<file path="config.mk">
export PLATFORM = sky130hd
export DESIGN_NAME = audio_gain_control
export DESIGN_NICKNAME = d
export VERILOG_FILES = /design/src/logic/gain_pkg.sv /design/src/logic/step_timer.sv /design/src/logic/audio_gain_control.sv
export SDC_FILE = /design/constraint.sdc
export NUM_CORES = 1
export LEC_CHECK = 0
export ABC_AREA = 1
export BUFFER_PORTS_ARGS = -buffer_cell sky130_fd_sc_hd__buf_4
export CAP_MARGIN = 0
export CORE_MARGIN = 10
export CORE_UTILIZATION = 40
export CTS_BUF_LIST = sky130_fd_sc_hd__clkbuf_4 sky130_fd_sc_hd__clkbuf_8
export CTS_CLUSTER_SIZE = 24
export DETAILED_ROUTE_END_ITERATION = 10
export PLACE_DENSITY = 0.67
export SKIP_LAST_GASP = 1
export SYNTH_ARGS = -nofsm -noshare
export SYNTH_HDL_FRONTEND = slang
export SYNTH_HIERARCHICAL = 1
export SYNTH_SLANG_ARGS = --single-unit
</file>
<file path="constraint.sdc">
create_clock -name clk -period 2.2 [get_ports clk]
set_input_delay 0.44 -clock clk [delete_from_list [all_inputs] [get_ports clk]]
set_output_delay 0.44 -clock clk [all_outputs]
set_load 0.01 [all_outputs]
</file>
<file path="src/logic/gain_pkg.sv">
package gain_pkg;

  // ********************************************************
  // Clock and timing
  // ********************************************************
  localparam int unsigned CLK_HZ          = 20000000;
  localparam int unsigned ATTACK_TIME_US  = 6400;
  localparam int unsigned RELEASE_TIME_MS = 1810;
  localparam int unsigned HOLD_TIME_US    = 6400;
  localparam int unsigned ATTACK_CYCLES   = ATTACK_TIME_US * (CLK_HZ / 1000000);
  localparam int unsigned RELEASE_CYCLES  = RELEASE_TIME_MS * (CLK_HZ / 1000);
  localparam int unsigned HOLD_CYCLES     = HOLD_TIME_US * (CLK_HZ / 1000000);
  localparam int unsigned TIMER_WIDTH     = 26;

  // ********************************************************
  // Gain in half-decibel steps
  // ********************************************************
  localparam int unsigned GAIN_WIDTH      = 7;
  localparam logic [6:0]  GAIN_FIXED      = 7'h0C;
  localparam logic [6:0]  GAIN_MAX        = 7'h3C;
  localparam logic [6:0]  GAIN_INCREMENT  = 7'h01;

  // ********************************************************
  // Register map
  // ********************************************************
  localparam logic [7:0]  CONTROL_OFFSET  = 8'h00;
  localparam logic [7:0]  STATUS_OFFSET   = 8'h04;
  localparam int unsigned FREEZE_BIT      = 0;
  localparam int unsigned STAT_GAIN_LSB   = 0;
  localparam int unsigned STAT_MODE_LSB   = 8;
  localparam int unsigned STAT_LEVEL_LSB  = 10;
  localparam int unsigned STAT_TIMER_LSB  = 13;
  localparam logic        CONTROL_RESET   = 1'b0;

  // ********************************************************
  // Input synchroniser slots and timer slots
  // ********************************************************
  localparam int unsigned PIN_COUNT       = 5;
  localparam int unsigned PIN_SEL_A       = 0;
  localparam int unsigned PIN_SEL_B       = 1;
  localparam int unsigned PIN_ABOVE       = 2;
  localparam int unsigned PIN_BELOW       = 3;
  localparam int unsigned PIN_QUIET       = 4;
  localparam int unsigned TIMER_COUNT     = 3;
  localparam int unsigned TMR_ATTACK      = 0;
  localparam int unsigned TMR_RELEASE     = 1;
  localparam int unsigned TMR_HOLD        = 2;

  typedef enum logic [1:0] {
    MODE_OFF      = 2'b00,
    MODE_LIMIT    = 2'b01,
    MODE_COMPRESS = 2'b10,
    MODE_GATE     = 2'b11
  } mode_type;

  typedef enum logic [1:0] {
    ST_DISABLED = 2'b00,
    ST_RUNNING  = 2'b01
  } state_type;

endpackage : gain_pkg

</file>
<file path="src/logic/step_timer.sv">
`timescale 1ns/100ps
module step_timer
  import gain_pkg::*;
#(
  parameter int unsigned WIDTH = TIMER_WIDTH
) (
  input  wire logic             clk,
  input  wire logic             rst,
  input  wire logic             restart,
  input  wire logic [WIDTH-1:0] loadValue,
  output logic                  done
);

  logic [WIDTH-1:0] count_q;
  logic [WIDTH-1:0] count_d;
  logic             done_q;
  logic             done_d;

  // Counts down from the load value; done stays high once expired
  always_comb begin
    count_d = count_q;
    done_d  = done_q;
    if (restart) begin
      count_d = loadValue;
      done_d  = 1'b0;
    end else if (!done_q) begin
      if (count_q <= {{(WIDTH-1){1'b0}}, 1'b1}) begin
        done_d = 1'b1;
      end else begin
        count_d = count_q - {{(WIDTH-1){1'b0}}, 1'b1};
      end
    end
  end

  always_ff @(posedge clk or posedge rst) begin
    if (rst) begin
      count_q <= '0;
      done_q  <= 1'b1;
    end else begin
      count_q <= count_d;
      done_q  <= done_d;
    end
  end

  assign done = done_q;

endmodule : step_timer

</file>
<file path="src/logic/audio_gain_control.sv">
// Implementation choices: the placing of the registers and the AHB-Lite slave port.
`timescale 1ns/100ps
// Behaviour
// Gain moves only in 0.5 dB increments, one increment per adjustment; the code sets gain straight to GAIN_FIXED when the mode goes off.
// Gain holds while the envelope sits between the limiter and desired levels.
// A first rise above the limiter level cuts gain at once and restarts all timers.
// While the attack timer runs no further cut is made.
// Each attack expiry with the envelope still above the limiter cuts one step and restarts timers.
// Each release expiry with the envelope below the desired level adds one step and restarts timers.
// The two select pins choose off, limiter, limiter plus compression, or all plus noise gate.
// Defaults are 6.4 ms attack, 1.81 s release, 6 dB fixed and 30 dB maximum gain.
// Gain stays between fixed and maximum gain; steps past either bound are ignored.
module audio_gain_control
  import gain_pkg::*;
#(
  parameter int unsigned ATTACK_LOAD  = ATTACK_CYCLES,
  parameter int unsigned RELEASE_LOAD = RELEASE_CYCLES,
  parameter int unsigned HOLD_LOAD    = HOLD_CYCLES
) (
  input  wire logic                  clk,
  input  wire logic                  rst,
  input  wire logic                  functionSelectA,
  input  wire logic                  functionSelectB,
  input  wire logic                  envelopeAboveLimit,
  input  wire logic                  envelopeBelowTarget,
  input  wire logic                  envelopeBelowGate,
  output logic [GAIN_WIDTH-1:0]      steppedGainStage,
  output logic                       gainStepUp,
  output logic                       gainStepDown,
  input  wire logic                  hsel,
  input  wire logic [31:0]           haddr,
  input  wire logic [1:0]            htrans,
  input  wire logic                  hwrite,
  input  wire logic [2:0]            hsize,
  input  wire logic [31:0]           hwdata,
  input  wire logic                  hready,
  output logic [31:0]                hrdata,
  output logic                       hreadyout,
  output logic                       hresp
);

  // ********************************************************
  // Pin synchronisers: three stages, change taken when 2 and 3 agree
  // ********************************************************
  logic [PIN_COUNT-1:0] pinRaw;
  logic [PIN_COUNT-1:0] pinS1_q;
  logic [PIN_COUNT-1:0] pinS2_q;
  logic [PIN_COUNT-1:0] pinS3_q;
  logic [PIN_COUNT-1:0] pinStable_q;
  logic [PIN_COUNT-1:0] pinStable_d;

  assign pinRaw = {envelopeBelowGate, envelopeBelowTarget, envelopeAboveLimit,
                   functionSelectB, functionSelectA};

  genvar gi;
  generate
    for (gi = 0; gi < PIN_COUNT; gi++) begin : g_pin
      always_comb begin
        pinStable_d[gi] = (pinS2_q[gi] == pinS3_q[gi]) ? pinS3_q[gi] : pinStable_q[gi];
      end
    end
  endgenerate

  always_ff @(posedge clk or posedge rst) begin
    if (rst) begin
      pinS1_q     <= '0;
      pinS2_q     <= '0;
      pinS3_q     <= '0;
      pinStable_q <= '0;
    end else begin
      pinS1_q     <= pinRaw;
      pinS2_q     <= pinS1_q;
      pinS3_q     <= pinS2_q;
      pinStable_q <= pinStable_d;
    end
  end

  // ********************************************************
  // Mode decode
  // ********************************************************
  mode_type mode;
  logic     gateOn;

  assign mode   = mode_type'({pinStable_q[PIN_SEL_A], pinStable_q[PIN_SEL_B]});
  assign gateOn = (mode == MODE_GATE);

  // ********************************************************
  // Attack, release and hold timers
  // ********************************************************
  logic [TIMER_COUNT-1:0]                 timerDone;
  logic [TIMER_COUNT-1:0]                 timerRestart;
  logic [TIMER_COUNT-1:0][TIMER_WIDTH-1:0] timerLoad;

  assign timerLoad[TMR_ATTACK]  = TIMER_WIDTH'(ATTACK_LOAD);
  assign timerLoad[TMR_RELEASE] = TIMER_WIDTH'(RELEASE_LOAD);
  assign timerLoad[TMR_HOLD]    = TIMER_WIDTH'(HOLD_LOAD);

  generate
    for (gi = 0; gi < TIMER_COUNT; gi++) begin : g_timer
      step_timer #(
        .WIDTH(TIMER_WIDTH)
      ) u_timer (
        .clk      (clk),
        .rst      (rst),
        .restart  (timerRestart[gi]),
        .loadValue(timerLoad[gi]),
        .done     (timerDone[gi])
      );
    end
  endgenerate

  // ********************************************************
  // Gain sequencer
  // ********************************************************
  state_type                 state_q;
  state_type                 state_d;
  logic [GAIN_WIDTH-1:0]     gain_q;
  logic [GAIN_WIDTH-1:0]     gain_d;
  logic                      up_q;
  logic                      up_d;
  logic                      down_q;
  logic                      down_d;
  logic                      freeze_q;
  logic                      above;
  logic                      below;
  logic                      quiet;
  logic                      wantDown;
  logic                      wantUp;

  assign above = pinStable_q[PIN_ABOVE];
  assign below = pinStable_q[PIN_BELOW] && !above;
  assign quiet = pinStable_q[PIN_QUIET];

  // Expired attack timer lets the first crossing cut at once
  assign wantDown = above && timerDone[TMR_ATTACK] && (gain_q > GAIN_FIXED);
  assign wantUp   = below && timerDone[TMR_RELEASE] && timerDone[TMR_HOLD]
                    && !(gateOn && quiet) && (gain_q < GAIN_MAX);

  always_comb begin
    state_d      = state_q;
    gain_d       = gain_q;
    up_d         = 1'b0;
    down_d       = 1'b0;
    timerRestart = '0;
    case (state_q)
      ST_DISABLED: begin
        gain_d       = GAIN_FIXED;
        timerRestart = {TIMER_COUNT{1'b1}};
        if (mode != MODE_OFF) begin
          state_d = ST_RUNNING;
        end
      end
      ST_RUNNING: begin
        if (mode == MODE_OFF) begin
          state_d = ST_DISABLED;
        end else if (freeze_q) begin
          gain_d = gain_q;
        end else if (wantDown) begin
          gain_d       = gain_q - GAIN_INCREMENT;
          down_d       = 1'b1;
          timerRestart = {TIMER_COUNT{1'b1}};
        end else if (wantUp) begin
          gain_d       = gain_q + GAIN_INCREMENT;
          up_d         = 1'b1;
          timerRestart = {TIMER_COUNT{1'b1}};
        end else if (above) begin
          timerRestart[TMR_RELEASE] = 1'b1;
          timerRestart[TMR_HOLD]    = 1'b1;
        end
        // Between the two levels nothing moves
      end
      default: begin
        state_d = ST_DISABLED;
      end
    endcase
  end

  always_ff @(posedge clk or posedge rst) begin
    if (rst) begin
      state_q <= ST_DISABLED;
      gain_q  <= GAIN_FIXED;
      up_q    <= 1'b0;
      down_q  <= 1'b0;
    end else begin
      state_q <= state_d;
      gain_q  <= gain_d;
      up_q    <= up_d;
      down_q  <= down_d;
    end
  end

  assign steppedGainStage = gain_q;
  assign gainStepUp       = up_q;
  assign gainStepDown     = down_q;

  // ********************************************************
  // AHB-Lite slave, zero wait states
  // ********************************************************
  logic        wrPend_q;
  logic        wrPend_d;
  logic [7:0]  wrAddr_q;
  logic [7:0]  wrAddr_d;
  logic        freeze_d;
  logic [31:0] rdata_q;
  logic [31:0] rdata_d;
  logic        take;

  function automatic logic [31:0] read_word(input logic [7:0] offset);
    logic [31:0] word;
    word = 32'h0000_0000;
    case (offset)
      CONTROL_OFFSET: word[FREEZE_BIT] = freeze_q;
      STATUS_OFFSET: begin
        word[STAT_GAIN_LSB +: GAIN_WIDTH] = gain_q;
        word[STAT_MODE_LSB +: 2]          = mode;
        word[STAT_LEVEL_LSB +: 3]         = {quiet, below, above};
        word[STAT_TIMER_LSB +: 3]         = timerDone;
      end
      default: word = 32'h0000_0000;
    endcase
    return word;
  endfunction : read_word

  assign take = hsel && htrans[1] && hready;

  always_comb begin
    wrPend_d = take && hwrite;
    wrAddr_d = take ? haddr[7:0] : wrAddr_q;
    rdata_d  = (take && !hwrite) ? read_word(haddr[7:0]) : 32'h0000_0000;
    freeze_d = freeze_q;
    if (wrPend_q && (wrAddr_q == CONTROL_OFFSET)) begin
      freeze_d = hwdata[FREEZE_BIT];
    end
  end

  always_ff @(posedge clk or posedge rst) begin
    if (rst) begin
      wrPend_q <= 1'b0;
      wrAddr_q <= 8'h00;
      rdata_q  <= 32'h0000_0000;
      freeze_q <= CONTROL_RESET;
    end else begin
      wrPend_q <= wrPend_d;
      wrAddr_q <= wrAddr_d;
      rdata_q  <= rdata_d;
      freeze_q <= freeze_d;
    end
  end

  assign hrdata    = rdata_q;
  assign hreadyout = 1'b1;
  assign hresp     = 1'b0;

endmodule : audio_gain_control

</file>
# == After elaboration in Yosys (flattened, before gate mapping) ==
# Index checks and enable logic that the tools add are counted.
# op_classes
addsub,5
n_mul,0
div_mod_pow,0
magnitude_cmp,5
n_eq_ne,19
n_shift,0
muxes,45
n_bitwise,0
n_reduce_logical,27
# op_table
operator,count
$mux 26,9
$le 26x1->1 const B,3
$sub 26x1->26 const B,3
$mux 7,4
$ne 2x2->1 const B,10
$mux 1,18
$logic_not 8->1,2
$mux 16,1
$pmux 7 s2,1
$logic_and 1x1->1,13
$mux 3,3
$eq 8x3->1 const B,1
$mux 2,4
$mux 8,1
$reduce_and 2->1,4
$add 7x1->7 const B,1
$gt 7x4->1 const B,1
$lt 7x6->1 const B,1
$sub 7x1->7 const B,1
$mux 6,1
$pmux 3 s2,1
$eq 1x1->1,5
$logic_not 2->1,2
$pmux 2 s2,1
7 further kinds,10
# word_totals
reg_bits,138
latchBits,0
ram_bits,0
mem_bits_ro,0
input_bits,79
out_inout_bits,43
word_cells,123
n_memories,0

# == Longest topological paths before layout ==
# Gate-level depths: netlist (run 1).
# depth
depth_word,13
ltp_mapped,17
depth_no_buf,17

# == Hierarchy ==
# The synthesis (run 1) kept the hierarchy.
# modules_own_cells
module,instances,cells_per_inst,area_each_um2
step_timer (g_timer[0].u_timer ...),2,349,2105.8
audio_gain_control,1,257,2456.1
step_timer (g_timer[2].u_timer),1,353,2215.9

# == Worst setup path before layout (run 1) ==
# OpenSTA, ideal clock, no wires.
# synth_timing
path_type,register to register
startpoint,"reg gain_q[2], in the netlist steppedGainStage[2]"
endpoint,reg g_timer[2].u_timer.count_q[4]
setup_time_ps,117
arrival_ps,2056
required_ps,2083
setup_slack_ps,27
path_stages_with_launch,15
n_path_buf,3
cell_sequence,dfstp_2 > nand2_1 > clkinv_1 > nand3_1 > nand3_2 > nand2_1 > nand2_1 > nand2_1 > clkbuf_1 > inv_1 > clkbuf_1 > clkbuf_1 > nand3_1 > nand3_2 > nand2_1
# synth_via
elab_chain_cells,9
elab_cells_between_ends,13
cone_classes,order compare (2); eq/ne (2); mux (6); reduce/logical (3)
# synth_lines
item,line_no,rtl
start: declaration,audio_gain_control.sv:117,logic [GAIN_WIDTH-1:0] gain_q;
start signal: assignment,audio_gain_control.sv:186,gain_q <= gain_d;
$lt 7x6->1,audio_gain_control.sv:137,&& !(gateOn && quiet) && (gain_q < GAIN_MAX);
$logic_and 1x1->1,audio_gain_control.sv:137,
$mux 2,audio_gain_control.sv:162,end else if (wantUp) begin
$mux 3 *,audio_gain_control.sv:158,end else if (wantDown) begin
$mux 3 *,audio_gain_control.sv:156,end else if (freeze_q) begin
$mux 3 *,audio_gain_control.sv:154,if (mode == MODE_OFF) begin
$pmux 3 s2 *,audio_gain_control.sv:145,case (state_q)
$ne 2x2->1 (no source line),--,
$reduce_and 2->1 (no source line),--,
end signal: assignment,step_timer.sv:40,count_q <= count_d;
end: declaration,step_timer.sv:14,logic [WIDTH-1:0] count_q;
# Every way passes the cells marked *; elsewhere a longest branch is shown, timed or not.
# A chain may end at the register's enable or synchronous reset.

# == Worst setup path in the final report (run 1) ==
# layout_timing
startpoint,"reg gain_q[4], in the netlist steppedGainStage[4]"
endpoint,"reg gain_q[5], in the netlist steppedGainStage[5]"
# layout_via
elab_chain_cells,6
elab_cells_between_ends,13
cone_classes,add/sub (2); order compare (2); eq/ne (1); mux (5); reduce/logical (3)
# layout_lines
item,line_no
$add 7x1->7 / $gt 7x4->1 (equally long branches),"audio_gain_control.sv:163, audio_gain_control.sv:135"
$mux 7 / $logic_and 1x1->1 (equally long branches),"audio_gain_control.sv:162, audio_gain_control.sv:135"
$mux 7,audio_gain_control.sv:158
$mux 7,audio_gain_control.sv:156
$mux 7,audio_gain_control.sv:154
$pmux 7 s2,audio_gain_control.sv:145
# Several ways; a longest one is shown, not always the timed one. The select of a mux whose other input is x is not followed.

==> out/metrics.cfg, run 1 <==
[run_status]
status = finished, final reports clean

[synth]
ys_warn_count = 6
synth_edf_count = 0
synth_seq_cells = 136
async_reset_ff_frac = 1.00
ys_types = 41
avgSynthCellArea_um2 = 6.79
synthCells = 1308
netlist_area_um2 = 8880
ys_seq_area_frac = 0.384
ys.flop_type = dfrtp_1

[power]
power.leakage_nw = 5.61
p_switching_w = 0.00544
power_density_nw_per_um2 = 1110
p_int_w = 0.00615
power_frac_comb = 0.453
p_sw_frac = 0.470
clockPowerShare = 0.180
seqPwrFrac = 0.368
irDropWorstVdd_mv = 0.455

[cells_and_area]
layout-drive-gt1-share = 0.149
nets = 1550
syn2layout_area_growth_pct = 17.1
fin_cells = 1751
final_core_util = 0.477
finalInstanceArea_um2 = 10400
antenna_cells = 0

[critical_path]
worstSetupStartpointType = register
worst-path-buf-inv = 3
timing.rr.end = steppedGainStage[5]$_DFFE_PP0P_
r2r-start = steppedGainStage[4]$_DFFE_PP0P_
cp.arrival_ns = 2.45
crit_start = steppedGainStage[4]$_DFFE_PP0P_
slowest_stage = dfrtp_1
crit_cells = 14
cp-endpoint = steppedGainStage[5]$_DFFE_PP0P_
crit_fanout = 6
cp_top_family = simple AND/OR/NAND/NOR gates
reg2reg_slack_ns = 0.12
cp_common_cell = nand2_1
critPathKind = register to register
worstPathRequired_ns = 2.57
cp-end-kind = register
max_stage_delay_ns = 0.40
path_cells = nor3_2 -> nand2_2 -> nand2_2 -> clkinvlp_4 -> buf_12 -> ha_4 -> buf_4 -> a21oi_2 -> a21boi_2 -> nand2_1 -> nand2_1 -> nor2_1 -> nand2_1 -> nand2_1
rr_worst_depth = 14

[drt]
drt_iter0_markers = 489
ant_nets = 0
firstDrtPassIters = 5
wl_um = 20500
via_count = 8086
wl_per_cell_um = 11.7
vias_per_cell = 4.62
drc = 0

[place]
dp_hpwl_um = 14900
post-place-ws_ns = 0.0390
dp_cells = 1706
gp_congestion = 0.876
placed_area_um2 = 9780
port_buffers = 43

[global_route]
grt_pass1_vias = 7605
grt_max_degree = 50
antenna_found_initial = 0
grt_pass1_wl_um = 35900
gr-usage-all-layers = 0.148
globalRoute.totalOverflow = 0

[worst_hold_path]
hold_start = envelopeBelowGate
holdPathStages = 1
hp-class = primary input to register

[die]
fp-row-count = 54
io_pins = 122
start_util = 0.407
core-area_um2 = 21800
die_area_um2 = 28600
fp.dieW_um = 169
dieHeight_um = 169

[timing]
hold_viol_final = 0
rsz0062_at_grt = true
finClkSkew_ns = 0.0142
min_period_ns = 2.08
fmax_ghz = 0.480
post-route-period-util = 0.946
setup_viol = 0
slew_violations = 0
hold-worst-slack_ns = 0.0657
final.setup.worst_slack_ns = 0.118
worst_pin_slew_ns = 0.555
relSlewSlack = 0.629

[clock_network]
cts_buffers = 17
clock_sinks = 136
cts_tree = built
cts.clk_slew.worst_paths_ns = 0.09
cts.path.max_buffers = 2
h-tree-depth = 4
cts_root_buffer = clkbuf_8
clkLatencyLatePin_ns = 0.47

[flow_run]
maxCapViolCount = 0

-- sequential cells by signal, summed over array words and instances (netlist names) --
register and count:
pinS1_q 5, wrAddr_q 8, wrPend_q 1, steppedGainStage 7, g_timer.u_timer/count_q 78, state_q 1
gainStepUp 1, pinStable_q 5, pinS3_q 5, hrdata 15, freeze_q 1, pinS2_q 5
g_timer.u_timer/done 3, gainStepDown 1
-- per-stage QoR --
stage	power [W]	TNS, ns
after floorplan	0.00810	0
after global placement	0.00929	0
after detailed placement	0.00943	0
after CTS	0.0116	0
after global routing	0.0128	-0.0841
final	0.0116	0
-- power by group through the flow --
stage,Combinational (W),Clock [W],Sequential [W]
after floorplan,0.00403,0,0.00407
after global placement,0.00501,0,0.00428
after detailed placement,0.00515,0,0.00428
after CTS,0.00516,0.00215,0.00426
after global routing,0.00612,0.00226,0.00442
final,0.00525,0.00208,0.00427
-- per-layer routing --
metal | vias to the layer above | track usage | wire [µm]
li1 | 4275 | - | -
met1 | 3668 | 0.192 | 9900
met2 | 117 | 0.245 | 9660
met3 | 26 | 0.0262 | 694
met4 | 0 | 0.0499 | 288
met5 | - | 0 | 0
-- cell families after synthesis --
kind of cell | Yosys count | synth area share
and+or+nand+nor | 819 | 0.397
adders and majority gates | 18 | 0.0248
DFF | 136 | 0.384
other | 2 | 0.000845
AOI/OAI and AO/OA | 117 | 0.0748
buffers and inverters | 210 | 0.112
xor gates and xnor gates | 6 | 0.00592
-- worst reg2reg max path: stages (launching register included) --
cell and delay [ns]:
dfrtp_1 0.40, nor3_2 0.20, nand2_2 0.09, nand2_2 0.10, clkinvlp_4 0.11, buf_12 0.16
ha_4 0.25, buf_4 0.14, a21oi_2 0.10, a21boi_2 0.18, nand2_1 0.07, nand2_1 0.06
nor2_1 0.04, nand2_1 0.05, nand2_1 0.05
-- Yosys cell counts (2+ instances only) --
master,number,share of area
dfstp_2,5,0.015
xor2_1,5,0.0049
nand3_1,108,0.061
buf_2,3,0.0017
dfrtp_1,131,0.37
nand4_1,19,0.013
nor2_4,2,0.0025
inv_1,152,0.064
nand2_4,7,0.0089
nand3_2,6,0.0068
clkbuf_1,16,0.0068
o21ai_0,48,0.027
o21ai_1,25,0.014
buf_6,8,0.010
nor3_1,17,0.0096
nor3b_1,4,0.0034
ha_1,12,0.017
buf_8,3,0.0051
nor2_2,5,0.0035
o21ai_2,19,0.019
a21oi_1,22,0.012
nand2_2,22,0.015
inv_4,2,0.0014
or2_2,6,0.0042
buf_12,2,0.0045
maj3_1,5,0.0056
nand2_1,468,0.20
nor2_1,151,0.064
conb_1,2,0.00085
inv_2,3,0.0013
buf_4,20,0.017
-- layout make-up --
type	instances	area (µm²)
Clock buffer	18	248
Clock inverter	14	144
Fill cell	2218	11400
Inverter	158	606
Multi-Input combinational cell	1057	4940
Sequential cell	136	3410
Tap cell	280	350
Timing Repair Buffer	88	704
-- placed cells by master (no fill, tap or decap), types with 5 or more instances in the layout --
master      n
clkbuf_8   18
or2_2       6
nand2_1   464
a21oi_1    21
nor3_1     15
nand3_1   107
ha_4        5
nor2_2      5
nand2_2    25
o21ai_2    19
o21ai_1    25
dfrtp_1   130
maj3_1      5
dfstp_2     5
buf_4      83
nand2_4     8
o21ai_0    48
nor2_1    150
ha_1        7
conb_1     97
xor2_1      5
inv_8       6
inv_6       5
nand3_2     7
inv_1     149
nand4_1    19
-- worst min path at each step --
stage | end | slack, ns
detailed placement | pinS2_q[0]$_DFF_PP0_ | 0.34
CTS | pinS1_q[4]$_DFF_PP0_ | 0.03
global placement | pinS2_q[2]$_DFF_PP0_ | 0.33
finish | pinS1_q[4]$_DFF_PP0_ | 0.07
global route | pinS1_q[0]$_DFF_PP0_ | 0.04
floorplan | pinS2_q[0]$_DFF_PP0_ | 0.33
-- repair_timing --
| item | 4_1_cts | 5_1_grt |
|---|---|---|
| hold endpoints to repair | 6 | 0 |
| setup endpoints to repair | 0 | 34 |
| resized for setup | 0 | 21 |
| setup buffers | 0 | 12 |
| hold buffers | 1 | 0 |
No activity file was read; power rests on OpenSTA's default activity.
==> run 2, diff against run 1 <==
--- a/config.mk
+++ b/config.mk
@@ -5,7 +5,6 @@
 export SDC_FILE = /design/constraint.sdc
 export NUM_CORES = 1
 export LEC_CHECK = 0
-export ABC_AREA = 1
 export BUFFER_PORTS_ARGS = -buffer_cell sky130_fd_sc_hd__buf_4
 export CAP_MARGIN = 0
 export CORE_MARGIN = 10
@@ -13,7 +12,7 @@
 export CTS_BUF_LIST = sky130_fd_sc_hd__clkbuf_4 sky130_fd_sc_hd__clkbuf_8
 export CTS_CLUSTER_SIZE = 24
 export DETAILED_ROUTE_END_ITERATION = 10
-export PLACE_DENSITY = 0.67
+export PLACE_DENSITY = 0.68
 export SKIP_LAST_GASP = 1
 export SYNTH_ARGS = -nofsm -noshare
 export SYNTH_HDL_FRONTEND = slang
==> run 2 against run 1 <==
  * The run now ends with negative setup slack left
  * Routed wire length decreased by 2.4%
  * Count of clock-buffer cells in the layout increased by 1
  * Total power increased by 6.1%
  * Final area increased by 4.2%
  * Cell count decreased by 27%
  * Sequential power decreased by 7.3%
  * Setup slack got worse by 0.34 ns
  * Area after synthesis decreased by 17%
  * Clock skew decreased by 0.0033 ns
  * Critical endpoint is now g_timer[2].u_timer/count_q[19]$_DFFE_PP0P_
  * Largest cell class unchanged
  * Highest routed layer is now met5
==> out/metrics.cfg, run 2 <==
[run_status]
status = finished with violations
violations = negative setup slack

[synth]
ys_types = 70
synth.most_common_cell = dfrtp_1
ys.flop_type = dfrtp_1
synth_seq_cells = 136
netlist_area_um2 = 7370
async_reset_ff_frac = 1.00
synth_top_area_frac = 0.445
synthTopCellsByCount = dfrtp_1, nand2_1, nor2_1, or4_1, o21ai_0
avgSynthCellArea_um2 = 9.80
synth_edf_count = 0
yosys.area.top_type = dfrtp_1
synthCells = 752
synthTopCellsByArea = dfrtp_1, or4_1, nand2_1
ys_seq_area_frac = 0.463
ys_warn_count = 6

[power]
irDropWorstVdd_mv = 0.722
power_density_nw_per_um2 = 1130
power.leakage_nw = 4.83

[timing]
min_period_ns = 2.42
final.setup.worst_slack_ns = -0.220
hold-worst-slack_ns = 0.0860
setup_viol = 40
hold_viol_final = 0
rsz0062_at_grt = true
relSlewSlack = 0.657
worst_pin_slew_ns = 0.513
post-route-period-util = 1.10
slew_violations = 0
finClkSkew_ns = 0.0109
fmax_ghz = 0.413

[drt]
vias_per_cell = 5.25
wl_per_cell_um = 15.6
firstDrtPassIters = 5
wl_um = 20100
drt_iter0_markers = 357
via_count = 6741
ant_nets = 0
drc = 0

[global_route]
grt_max_degree = 29
grt_pass1_vias = 6608
globalRoute.totalOverflow = 0
gr-usage-all-layers = 0.155
grt_pass1_wl_um = 31600
antenna_found_initial = 1

[critical_path]
r2r-start = g_timer[2].u_timer/count_q[11]$_DFFE_PP0P_
critPathKind = register to register
reg2reg_slack_ns = -0.22
max_stage_delay_ns = 0.54
worstSetupStartpointType = register
crit_fanout = 3
worstPathRequired_ns = 2.53
cp.arrival_ns = 2.75
cp-end-kind = register
slowest_stage = or4_4
rr_worst_depth = 6
timing.rr.end = g_timer[2].u_timer/count_q[19]$_DFFE_PP0P_
path_cells = or4_4 -> or4_4 -> buf_6 -> a211o_1 -> o31a_1 -> o31a_1

[cells_and_area]
top_register = g_timer.u_timer/count_q
layout_common_cells = buf_4, dfrtp_1, conb_1
layout-drive-gt1-share = 0.393
finalInstanceArea_um2 = 10800
final_core_util = 0.602
largest_register_ffs = 78
nets = 1133
layout_commonest_cell = buf_4
antenna_cells = 0
syn2layout_area_growth_pct = 47.2

[die]
dieHeight_um = 156
fp-row-count = 49
fp.dieW_um = 156
start_util = 0.409
core-area_um2 = 18000
die_area_um2 = 24200
io_pins = 122

[place]
placed_area_um2 = 9230
dp_hpwl_um = 12700
port_buffers = 43
gp_congestion = 0.796

[clock_network]
cts_buffers = 17
cts_tree = built
h-tree-depth = 4
cts.clk_slew.worst_paths_ns = 0.08
ctsHoldBuffers = 0
cts.path.max_buffers = 2
cts_root_buffer = clkbuf_8
clkLatencyLatePin_ns = 0.45
clock_sinks = 136

[flow_run]
maxCapViolCount = 0

[worst_hold_path]
hp-class = primary input to asynchronous set/reset pin

-- run 2: cell types whose count changed after synthesis, moves of 22 or more --
cell / change
nand2_1: -406
inv_1: -130
nor2_1: -95
nand3_1: -93
or4_1: +51
a31oi_1: +29
o21ai_1: -23
o31ai_1: +23
nand2_2: -22
-- run 2: per-stage QoR --
stage | power [W] | std cells | setup TNS [ns] | setup WS (ns)
floorplan | 0.00657 | 847 | -1.81 | -0.296
global placement | 0.00851 | 1209 | -3.26 | -0.200
detailed placement | 0.00867 | 1209 | -4.71 | -0.220
CTS | 0.0116 | 1264 | -2.24 | -0.198
global route | 0.0132 | 1283 | -6.65 | -0.296
finish | 0.0123 | 1283 | -3.18 | -0.220
-- run 2: worst max-delay path by stage --
stage,cells after the start,from,slack (ns),to
floorplan,6,g_timer[2].u_timer/count_q[11]$_DFFE_PP0P_,-0.30,g_timer[2].u_timer/count_q[21]$_DFFE_PP0P_
finish,6,g_timer[2].u_timer/count_q[11]$_DFFE_PP0P_,-0.22,g_timer[2].u_timer/count_q[19]$_DFFE_PP0P_
global placement,9,steppedGainStage[2]$_DFFE_PP1P_,-0.20,steppedGainStage[6]$_DFFE_PP0P_
global route,8,steppedGainStage[2]$_DFFE_PP1P_,-0.30,steppedGainStage[6]$_DFFE_PP0P_
CTS,9,steppedGainStage[2]$_DFFE_PP1P_,-0.20,steppedGainStage[6]$_DFFE_PP0P_
detailed placement,9,steppedGainStage[2]$_DFFE_PP1P_,-0.22,steppedGainStage[6]$_DFFE_PP0P_
-- run 2: area by class of cell --
class / instances / area (µm²)
clock buffer: 19 / 249
fill: 1450 / 7180
tap: 229 / 287
timing repair buffer: 234 / 1910
sequential: 136 / 3410
inverter: 23 / 87.6
multi-input combinational: 629 / 4680
clock inverter: 13 / 216
-- run 2: kinds of logic (layout without fill, tap and decap cells) --
| kind of cell | count (synthesis) | in the layout | share of synthesized area |
|---|---|---|---|
| AND/OR/NAND/NOR | 297 | 297 | 0.224 |
| multiplexers | 14 | 14 | 0.0216 |
| AO/OA/AOI/OAI | 174 | 176 | 0.171 |
| buffers and inverters | 84 | 289 | 0.0574 |
| XOR/XNOR | 27 | 27 | 0.0321 |
| adder cells (fa/ha/maj) | 18 | 18 | 0.0299 |
| other | 2 | 97 | 0.00102 |
| flip-flops | 136 | 136 | 0.463 |
-- run 2: timing repair --
action                                  in CTS  in global routing
endpoints found under the setup margin      62                 78
gates cloned                                 5                  1
pin swaps                                   38                 56
hold endpoints to repair                     0                  0
gates resized for setup                     74                111
buffers inserted                            19                 19
-- run 2: layer usage --
| metal | wire length [µm] | share of wire | GRT usage | vias up |
|---|---|---|---|---|
| met5 | 13 | 0.00065 | 0 | - |
| met4 | 467 | 0.023 | 0.0544 | 2 |
| met3 | 912 | 0.045 | 0.0367 | 44 |
| met2 | 9810 | 0.49 | 0.253 | 146 |
| met1 | 8850 | 0.44 | 0.198 | 3261 |
| li1 | - | - | - | 3288 |
-- run 2: critical path: cells and delay by family (launching register included) --
| kind | cells | cell delay, ns |
|---|---|---|
| simple gates | 2 | 1.01 |
| buf+inv | 1 | 0.15 |
| compound gates | 3 | 0.78 |
| flops | 1 | 0.38 |
-- run 2: power by group --
| part | switching [W] | leakage, nW | internal [W] | total (W) |
|---|---|---|---|---|
| combinational | 0.00292 | 2.96 | 0.00301 | 0.00592 |
| sequential | 0.000627 | 1.64 | 0.00333 | 0.00396 |
| clock | 0.00103 | 0.230 | 0.00139 | 0.00242 |
